===== src/hw/rdlc_pkg.sv =====
// package for the demodulator loop and calibration scheduling configuration block
// assumes an 8-bit register port and single-cycle event pulses from the radio control logic
package rdlc_pkg;

  localparam int ADDR_W = 16;
  localparam int DATA_W = 8;

  // register addresses
  localparam logic [ADDR_W-1:0] ADDR_STATUS   = 16'hDF10;
  localparam logic [ADDR_W-1:0] ADDR_SM_CFG   = 16'hDF14;
  localparam logic [ADDR_W-1:0] ADDR_FOC_CFG  = 16'hDF15;
  localparam logic [ADDR_W-1:0] ADDR_BS_CFG   = 16'hDF16;

  // values after reset
  localparam logic [DATA_W-1:0] RST_SM_CFG    = 8'h04;
  localparam logic [DATA_W-1:0] RST_FOC_CFG   = 8'h76;
  localparam logic [DATA_W-1:0] RST_BS_CFG    = 8'h6C;
  localparam logic [DATA_W-1:0] RD_UNMAPPED   = 8'h00;

  // radio_state_machine_config fields
  localparam int SM_CAL_HI    = 5;
  localparam int SM_CAL_LO    = 4;
  localparam int SM_RSV_HI    = 3;
  localparam int SM_RSV_LO    = 0;
  localparam logic [DATA_W-1:0] SM_WR_MASK  = 8'h3F;

  // freq_offset_comp_config fields
  localparam int FOC_RSV6     = 6;
  localparam int FOC_GATE     = 5;
  localparam int FOC_PRE_HI   = 4;
  localparam int FOC_PRE_LO   = 3;
  localparam int FOC_POST     = 2;
  localparam int FOC_LIM_HI   = 1;
  localparam int FOC_LIM_LO   = 0;
  localparam logic [DATA_W-1:0] FOC_WR_MASK = 8'h7F;

  // bit_sync_config fields
  localparam int BS_KI_HI     = 7;
  localparam int BS_KI_LO     = 6;
  localparam int BS_KP_HI     = 5;
  localparam int BS_KP_LO     = 4;
  localparam int CLKREC_INT_GAIN_POSTSYNC   = 3;
  localparam int CLKREC_PROP_GAIN_POSTSYNC   = 2;
  localparam int BS_LIM_HI    = 1;
  localparam int BS_LIM_LO    = 0;

  // status register fields
  localparam int ST_POST      = 0;
  localparam int ST_FROZEN    = 1;
  localparam int ST_CNT_LO    = 2;
  localparam int ST_CNT_HI    = 3;
  localparam int ST_WAIT_CS   = 4;

  // calibration schedule
  typedef enum logic [1:0] {
    CAL_NEVER      = 2'h0,
    CAL_ON_START   = 2'h1,
    CAL_ON_RETURN  = 2'h2,
    CAL_EVERY_NTH  = 2'h3
  } rdlc_cal_mode_t;

  localparam int CAL_EVERY_N = 4;

  // demodulator loop phase, one-hot
  typedef enum logic [2:0] {
    PH_WAIT_CS  = 3'h1,
    PH_PRESYNC  = 3'h2,
    PH_POSTSYNC = 3'h4
  } rdlc_phase_t;

  // register port request
  typedef struct packed {
    logic [ADDR_W-1:0] addr;
    logic [DATA_W-1:0] wdata;
    logic              wr;
    logic              rd;
  } rdlc_bus_req_t;

  // frequency and integral gains in half units of the base gain, proportional gain in base units, limits in units of the smallest step
  typedef struct packed {
    logic [3:0] freq_gain_half_k;
    logic [2:0] freq_limit_eighths;
    logic [3:0] clk_int_gain_half_ki;
    logic [2:0] clk_prop_gain_kp;
    logic [2:0] rate_limit_steps;
    logic       freq_comp_en;
    logic       rate_comp_en;
    logic       loops_frozen;
  } rdlc_loop_ctl_t;

endpackage


===== src/hw/rdlc_cal_sched.sv =====
// synthesizer calibration scheduler: turns radio state events into calibrate pulses
// assumes event inputs are one-cycle pulses from logic on sys_clk
`timescale 1ns/1ns
module rdlc_cal_sched
  import rdlc_pkg::*;
#(
  parameter int EVERY_N = CAL_EVERY_N
) (
  input  wire logic         sys_clk,          // system clock
  input  wire logic         reset_n,          // synchronous reset, active low
  input  wire logic [1:0]   cal_mode,         // synth_cal_schedule field
  input  wire logic         idle_to_active,   // idle to rx, tx or tx_synth_on_state
  input  wire logic         auto_return_idle, // automatic return from rx or tx to idle
  input  wire logic         manual_calibrate_strobe, // software calibrate command
  output logic              cal_start,        // one-cycle calibrate request
  output logic [1:0]        return_count      // returns counted in every-nth mode
);

  localparam logic [1:0] LAST_COUNT = 2'(EVERY_N - 1);

  logic next_cal;
  logic nth_hit;

  assign nth_hit = (return_count == LAST_COUNT);

  always_comb begin
    next_cal = manual_calibrate_strobe;
    case (rdlc_cal_mode_t'(cal_mode))
      CAL_NEVER: begin
        next_cal = manual_calibrate_strobe;
      end
      CAL_ON_START: begin
        if (idle_to_active) begin
          next_cal = 1'b1;
        end
      end
      CAL_ON_RETURN: begin
        if (auto_return_idle) begin
          next_cal = 1'b1;
        end
      end
      CAL_EVERY_NTH: begin
        if (auto_return_idle && nth_hit) begin
          next_cal = 1'b1;
        end
      end
      default: begin
        next_cal = manual_calibrate_strobe;
      end
    endcase
  end

  always_ff @(posedge sys_clk) begin
    if (!reset_n) begin
      cal_start <= 1'b0;
    end else begin
      cal_start <= next_cal;
    end
  end

  // counter only runs in every-nth mode so a mode switch starts a fresh count
  always_ff @(posedge sys_clk) begin
    if (!reset_n) begin
      return_count <= 2'h0;
    end else if (cal_mode != 2'(CAL_EVERY_NTH)) begin
      return_count <= 2'h0;
    end else if (auto_return_idle) begin
      return_count <= nth_hit ? 2'h0 : return_count + 2'h1;
    end
  end

endmodule


===== src/hw/rdlc_top.sv =====
// configuration registers and loop control for the demodulator feedback loops
// and the synthesizer calibration schedule of a packet radio
// assumes radio events (state changes, carrier sense, sync found) are pulses or
// levels from logic on sys_clk, and an 8-bit register port with one-cycle strobes
//
// Contract
// - With schedule 00 the synthesizer is calibrated only on the manual calibrate command.
// - With schedule 01 a calibration starts on every move from idle to rx, tx or tx synth on.
// - With schedule 10 a calibration starts on every automatic return from rx or tx to idle.
// - With schedule 11 automatic returns to idle are counted and every fourth one calibrates.
// - With the gate bit set both loops stay frozen until carrier sense goes high; here a sync word found while waiting also ends the freeze.
// - Pre-sync frequency loop gain is K, 2K, 3K or 4K for codes 00 to 11, reset 10.
// - Post-sync frequency loop gain is the pre-sync gain when the bit is 0, else K/2.
// - Frequency compensation saturates at 0, BW/8, BW/4 or BW/2; zero disables it.
// - Pre-sync clock recovery integral gain is 1 to 4 times base for codes 00 to 11, reset 01.
// - Pre-sync clock recovery proportional gain is 1 to 4 times base, reset 10.
// - Post-sync integral gain is the pre-sync one when the bit is 0, else half the base.
// - Post-sync proportional gain is the pre-sync one when the bit is 0, else the base.
// - Data rate compensation saturates at 0, 3.125, 6.25 or 12.5 percent; zero disables it.
//
// Chosen here: the strobed register port.
`timescale 1ns/1ns
module rdlc_top
  import rdlc_pkg::*;
#(
  parameter int CAL_N = CAL_EVERY_N
) (
  input  wire logic                 sys_clk,                 // 100 MHz system clock
  input  wire logic                 reset_n,                 // synchronous reset, active low
  input  wire logic [ADDR_W-1:0]    reg_addr,                // register address
  input  wire logic [DATA_W-1:0]    reg_wdata,               // register write data
  input  wire logic                 reg_wr,                  // write strobe
  input  wire logic                 reg_rd,                  // read strobe
  output logic      [DATA_W-1:0]    reg_rdata,               // read data, cycle after reg_rd
  input  wire logic                 idle_to_active,          // idle to rx, tx or tx_synth_on_state
  input  wire logic                 auto_return_idle,        // automatic rx or tx to idle
  input  wire logic                 manual_calibrate_strobe, // calibrate command strobe
  input  wire logic                 rx_start,                // new reception begins
  input  wire logic                 carrier_sense,           // carrier sense level
  input  wire logic                 sync_detect,             // sync word found pulse
  output logic                      cal_start,               // calibrate synthesizer pulse
  output rdlc_loop_ctl_t            loop_ctl                 // loop gains, limits, freeze
);

  rdlc_bus_req_t  req;
  rdlc_phase_t    phase;
  rdlc_phase_t    next_phase;

  logic [DATA_W-1:0] sm_cfg;
  logic [DATA_W-1:0] foc_cfg;
  logic [DATA_W-1:0] bs_cfg;
  logic [DATA_W-1:0] status;
  logic [DATA_W-1:0] next_rdata;
  logic [1:0]        return_count;

  logic       post_active;
  logic       frozen;
  logic [1:0] synth_cal_schedule;
  logic       loops_wait_carrier_gate;
  logic [1:0] freq_loop_gain_presync;
  logic       freq_loop_gain_postsync;
  logic [1:0] freq_loop_saturation;
  logic [1:0] clkrec_int_gain_presync;
  logic [1:0] clkrec_prop_gain_presync;
  logic       clkrec_int_gain_postsync;
  logic       clkrec_prop_gain_postsync;
  logic [1:0] rate_offset_saturation;

  logic [3:0] freq_pre_half;
  logic [3:0] int_pre_half;
  logic [2:0] prop_pre;

  assign req.addr  = reg_addr;
  assign req.wdata = reg_wdata;
  assign req.wr    = reg_wr;
  assign req.rd    = reg_rd;

  // field views
  assign synth_cal_schedule        = sm_cfg[SM_CAL_HI:SM_CAL_LO];
  assign loops_wait_carrier_gate   = foc_cfg[FOC_GATE];
  assign freq_loop_gain_presync    = foc_cfg[FOC_PRE_HI:FOC_PRE_LO];
  assign freq_loop_gain_postsync   = foc_cfg[FOC_POST];
  assign freq_loop_saturation      = foc_cfg[FOC_LIM_HI:FOC_LIM_LO];
  assign clkrec_int_gain_presync   = bs_cfg[BS_KI_HI:BS_KI_LO];
  assign clkrec_prop_gain_presync  = bs_cfg[BS_KP_HI:BS_KP_LO];
  assign clkrec_int_gain_postsync  = bs_cfg[CLKREC_INT_GAIN_POSTSYNC];
  assign clkrec_prop_gain_postsync = bs_cfg[CLKREC_PROP_GAIN_POSTSYNC];
  assign rate_offset_saturation    = bs_cfg[BS_LIM_HI:BS_LIM_LO];

  // register writes; unused top bits of the first two registers read as zero.
  // reserved bits are stored as written, software is expected to keep them as required
  always_ff @(posedge sys_clk) begin
    if (!reset_n) begin
      sm_cfg <= RST_SM_CFG;
    end else if (req.wr && req.addr == ADDR_SM_CFG) begin
      sm_cfg <= req.wdata & SM_WR_MASK;
    end
  end

  always_ff @(posedge sys_clk) begin
    if (!reset_n) begin
      foc_cfg <= RST_FOC_CFG;
    end else if (req.wr && req.addr == ADDR_FOC_CFG) begin
      foc_cfg <= req.wdata & FOC_WR_MASK;
    end
  end

  always_ff @(posedge sys_clk) begin
    if (!reset_n) begin
      bs_cfg <= RST_BS_CFG;
    end else if (req.wr && req.addr == ADDR_BS_CFG) begin
      bs_cfg <= req.wdata;
    end
  end

  // read-only status of the loop controller and the calibration counter
  always_comb begin
    status                        = 8'h00;
    status[ST_POST]               = (phase == PH_POSTSYNC);
    status[ST_FROZEN]             = frozen;
    status[ST_CNT_HI:ST_CNT_LO]   = return_count;
    status[ST_WAIT_CS]            = (phase == PH_WAIT_CS);
  end

  always_comb begin
    next_rdata = RD_UNMAPPED;
    case (req.addr)
      ADDR_STATUS: begin
        next_rdata = status;
      end
      ADDR_SM_CFG: begin
        next_rdata = sm_cfg;
      end
      ADDR_FOC_CFG: begin
        next_rdata = foc_cfg;
      end
      ADDR_BS_CFG: begin
        next_rdata = bs_cfg;
      end
      default: begin
        next_rdata = RD_UNMAPPED;
      end
    endcase
  end

  // read data only stands in the cycle after the strobe, zero otherwise
  always_ff @(posedge sys_clk) begin
    if (!reset_n) begin
      reg_rdata <= 8'h00;
    end else if (req.rd) begin
      reg_rdata <= next_rdata;
    end else begin
      reg_rdata <= 8'h00;
    end
  end

  rdlc_cal_sched #(
    .EVERY_N                 (CAL_N)
  ) u_cal_sched (
    .sys_clk                 (sys_clk),
    .reset_n                 (reset_n),
    .cal_mode                (synth_cal_schedule),
    .idle_to_active          (idle_to_active),
    .auto_return_idle        (auto_return_idle),
    .manual_calibrate_strobe (manual_calibrate_strobe),
    .cal_start               (cal_start),
    .return_count            (return_count)
  );

  // loop phase; a new reception outranks a sync pulse in the same cycle
  always_comb begin
    next_phase = phase;
    if (rx_start) begin
      next_phase = loops_wait_carrier_gate ? PH_WAIT_CS : PH_PRESYNC;
    end else begin
      case (phase)
        PH_WAIT_CS: begin
          if (sync_detect) begin
            next_phase = PH_POSTSYNC;
          end else if (carrier_sense || !loops_wait_carrier_gate) begin
            next_phase = PH_PRESYNC;
          end
        end
        PH_PRESYNC: begin
          if (sync_detect) begin
            next_phase = PH_POSTSYNC;
          end
        end
        PH_POSTSYNC: begin
          next_phase = PH_POSTSYNC;
        end
        default: begin
          next_phase = PH_PRESYNC;
        end
      endcase
    end
  end

  always_ff @(posedge sys_clk) begin
    if (!reset_n) begin
      phase <= PH_PRESYNC;
    end else begin
      phase <= next_phase;
    end
  end

  // freeze releases in the same cycle carrier sense rises, not one later
  assign frozen = loops_wait_carrier_gate && (phase == PH_WAIT_CS) && !carrier_sense;

  // post gains take effect combinationally with the sync pulse itself
  assign post_active = !rx_start && ((phase == PH_POSTSYNC) || sync_detect);

  // gains in half-base units so K/2 and Ki/2 stay integers
  assign freq_pre_half = {1'b0, freq_loop_gain_presync, 1'b0} + 4'h2;
  assign int_pre_half  = {1'b0, clkrec_int_gain_presync, 1'b0} + 4'h2;
  assign prop_pre      = {1'b0, clkrec_prop_gain_presync} + 3'h1;

  always_comb begin
    loop_ctl = '0;
    loop_ctl.freq_gain_half_k = freq_pre_half;
    if (post_active && freq_loop_gain_postsync) begin
      loop_ctl.freq_gain_half_k = 4'h1;
    end
    loop_ctl.clk_int_gain_half_ki = int_pre_half;
    if (post_active && clkrec_int_gain_postsync) begin
      loop_ctl.clk_int_gain_half_ki = 4'h1;
    end
    loop_ctl.clk_prop_gain_kp = prop_pre;
    if (post_active && clkrec_prop_gain_postsync) begin
      loop_ctl.clk_prop_gain_kp = 3'h1;
    end
    case (freq_loop_saturation)
      2'h0: loop_ctl.freq_limit_eighths = 3'h0;
      2'h1: loop_ctl.freq_limit_eighths = 3'h1;
      2'h2: loop_ctl.freq_limit_eighths = 3'h2;
      2'h3: loop_ctl.freq_limit_eighths = 3'h4;
      default: loop_ctl.freq_limit_eighths = 3'h0;
    endcase
    case (rate_offset_saturation)
      2'h0: loop_ctl.rate_limit_steps = 3'h0;
      2'h1: loop_ctl.rate_limit_steps = 3'h1;
      2'h2: loop_ctl.rate_limit_steps = 3'h2;
      2'h3: loop_ctl.rate_limit_steps = 3'h4;
      default: loop_ctl.rate_limit_steps = 3'h0;
    endcase
    loop_ctl.freq_comp_en = (freq_loop_saturation != 2'h0);
    loop_ctl.rate_comp_en = (rate_offset_saturation != 2'h0);
    loop_ctl.loops_frozen = frozen;
  end

endmodule


===== config.mk =====
export PLATFORM = sky130hd
export DESIGN_NAME = rdlc_top
export DESIGN_NICKNAME = d
export VERILOG_FILES = /design/src/hw/rdlc_pkg.sv /design/src/hw/rdlc_cal_sched.sv /design/src/hw/rdlc_top.sv
export SDC_FILE = /design/constraint.sdc
export NUM_CORES = 1
export LEC_CHECK = 0
export BUFFER_PORTS_ARGS = -buffer_cell sky130_fd_sc_hd__buf_2
export CORE_MARGIN = 5
export CORE_UTILIZATION = 45
export DETAILED_ROUTE_END_ITERATION = 16
export HOLD_SLACK_MARGIN = 0.15
export PLACE_DENSITY_LB_ADDON = 0.05
export SYNTH_ARGS = -nofsm -noshare
export SYNTH_HDL_FRONTEND = slang
export SYNTH_SLANG_ARGS = --single-unit
export TNS_END_PERCENT = 50

===== constraint.sdc =====
create_clock -name sys_clk -period 2.8 [get_ports sys_clk]
set_input_delay 0.56 -clock sys_clk [delete_from_list [all_inputs] [get_ports sys_clk]]
set_output_delay 0.56 -clock sys_clk [all_outputs]
set_load 0.03 [all_outputs]

==> metrics.md <==
| Metric | Value |
|---|---|
| RSZ-0062 raised after global routing | false |
| Worst skew pair latency | between 0.2 and 0.3 ns |
| Die height | 73.1 µm |
| Layout Cells excl Fill | 318 |
| VDD IR-drop max | 0.240 mV |
| Initial DRC Count | 76 |
| R2R Setup Slk | 1.42 ns |
| RD Place Congestion | 0.738 |
| Antenna Nets Post-Route | 0 |
| DR vias/cell | 5.48 |
| Area delta synth->final | 22.6% |
| Rows | 23 |
| Fin nets | around 310 |
| Hold Crit Depth | 2 |
| Initial antenna violation count | 0 |
| Post-route minimum period | 2.60 ns |
| Post-CTS setup buffers | 0 |
| DP Cell Count | ~310 |
| P_leak | 0.923 nW |
| CTS Sinks | 35 |
| Vias in the first global route | 1,541 |
| Hold_sp | sm_cfg[1] |
| Worst R2R Start | phase[0] |
| Post-CTS Resized | 0 |
| Synth area leaders | dfxtp_1 (39%), nand3_1 (9.5%), a21oi_1 (6.1%), a22oi_1 (4.2%), o21ai_0 (4.2%) |
| DR pass1 iterations | 4 |
| Primary FF master, synth | dfxtp_1 |
| Reg2reg path depth | 4 |
| Antenna fix cells | 0 |
| Yosys cell types | 42 |
| CP required | 2.24 ns |
| First-pass GRT wire length | 7610 µm |
| Final setup viols | 0 |
| CP Class | reg -> out |
| Drt total wl | 4740 µm |
| Overall Global Routing Usage | 0.180 |
| CTS buffer count | 5 |
| PortBufs | 62 |
| Hold-fix buffers, CTS | 0 |
| IO Count | 63 |
| Grt ovf | 0 |
| Clk_skew | 0.00150 ns |
| Worst-path clk slew | about 0.07 ns |
| Via count | approximately 1,700 |
| Number of register bits inferred by synthesis | 35 |
| Worst-Margin Slew | 0.649 ns |
| Number of synthesized flops with an enable pin | 0 |
| Share of layout cells above drive strength 1 | 0.317 |
| Syn Area/Cell | about 8.6 µm² |
| Slew Viols, Final | 0 |
| CP endpoint kind | primary output |
| Layout filler cell count | 388 |
| Worst Hold Class | reg -> reg |
| WL per Instance | 14.9 µm |
| Root buffer cell | clkbuf_8 |
| Die Wd | roughly 73 µm |
| WHS Endpoint | sm_cfg[1] |
| Fraction of registers with async set/reset | 0 |
| Post-synth top area share | 0.391 |
| Core Region | 0.00394 mm² |
| Clk buf depth | 2 |
| Status | finished clean |
| HPWL Detailed | 3490 µm |
| Pwr Total | 0.937 mW |
| Mapped cell area | 0.00179 mm² |
| Power Dens Cells | around 430 mW/mm² |
| Top post-synthesis cells by count | dfxtp_1 (35), nand3_1 (34), a21oi_1 (22) |
| Startpoint Class | register |
| Syn Inst Count | 208 |
| Synthesized Nets | 246 |
| # DRC | 0 |
| Hold Violations, Final | 0 |
| Final Cycle Share | 0.928 |
| Starting Density | 0.455 |
| Fmax | about 0.38 GHz |
| Reg2reg end | phase[1] |
| Setup TNS | 0 ns |
| Max cap viols | 0 |
| CP Max Fanout | 6 |
| H-tree depth | 2 |
| Sequential element share of the synthesized area | 0.391 |
| Largest net degree at the start of global routing | 23 |
| DIE AREA | 0.00535 mm² |
| Synth warnings | 0 |
| Max_slew headroom | 0.563 |
| Worst endpoint data arrival time | 2.04 ns |
| Cell taking the most area after synthesis | dfxtp_1 |
| Count leader, synth | dfxtp_1 |
| CTS tree | done |
-- worst max-delay path, stage by stage, from the launching register on --
cell     delay (ns)
dfxtp_1        0.44
or3b_2         0.46
a21oi_1        0.37
nand2_1        0.14
and2_1         0.17
buf_2          0.17
-- routing by layer --
layer / vias to the layer above / global-route usage / share of wire
met5: - / 0 / 0
met3: 6 / 0.0386 / 0.050
li1: 888 / - / -
met1: 802 / 0.259 / 0.48
met2: 46 / 0.278 / 0.46
met4: 0 / 0.0369 / 0.0074
-- worst max-delay path by stage --
stage	start	to	slack (ns)	cells past startpoint
2_1_floorplan	reg_addr[5]	bs_cfg[2]	0.61	6
3_3_place_gp	reg_addr[5]	bs_cfg[5]	0.44	5
3_5_place_dp	reg_addr[5]	bs_cfg[6]	0.40	5
4_1_cts	phase[2]	loop_ctl[12]	0.20	5
5_1_grt	phase[2]	loop_ctl[19]	0.04	5
6_report	phase[2]	loop_ctl[18]	0.20	5
-- cells in the final DEF, fill, tap and decap left out, types with 3 or more instances in the layout --
cell	n
nand3_1	34
buf_2	62
inv_1	8
buf_4	5
ha_1	4
clkbuf_8	5
dfxtp_1	35
nand2_1	5
o21ai_1	8
a22oi_1	10
o21ai_0	15
nor2_1	5
nor2b_1	6
and2_1	9
nor4_4	3
a21oi_1	22
-- area by class of cell --
type	instances	area, µm²	area share
Sequential cell	35	701	0.319
Inverter	8	30.0	0.0137
Clock buffer	6	72.6	0.0330
Timing Repair Buffer	67	348	0.158
Multi-Input combinational cell	152	985	0.448
Tap cell	50	62.6	0.0285
-- report_power, final --
group          total, mW  switching (mW)  internal [mW]
Sequential         0.508         0.00571          0.502
Clock              0.332           0.166          0.166
Combinational     0.0978          0.0614         0.0364
-- flip-flops by register name, summed over array words and instances (netlist names) --
register / cells
bs_cfg: 8
u_cal_sched.return_count: 2
foc_cfg: 7
u_cal_sched.cal_start: 1
sm_cfg: 6
reg_rdata: 8
phase: 3
-- kinds of logic (layout without fill, tap and decap cells) --
| logic type | Yosys count | count (layout) | share of synthesized area |
|---|---|---|---|
| AND/OR/NAND/NOR | 84 | 84 | 0.308 |
| AO/OA/AOI/OAI | 63 | 63 | 0.207 |
| buffers and inverters | 21 | 81 | 0.0600 |
| flip-flops | 35 | 35 | 0.391 |
| adder cells (fa/ha/maj) | 4 | 4 | 0.0279 |
| multiplexers | 1 | 1 | 0.00558 |
-- stage by stage --
stage	util	hold slack (ns)	worst slack, ns	cell area (µm²)
3_3_place_gp	0.539	0.468	0.439	2130
6_report	0.558	0.479	0.201	2200
5_1_grt	0.558	0.494	0.0363	2200
2_1_floorplan	-	0.449	0.612	1790
3_5_place_dp	0.539	0.472	0.403	2130
4_1_cts	0.558	0.480	0.199	2200
No activity file was read; power rests on OpenSTA's default activity.
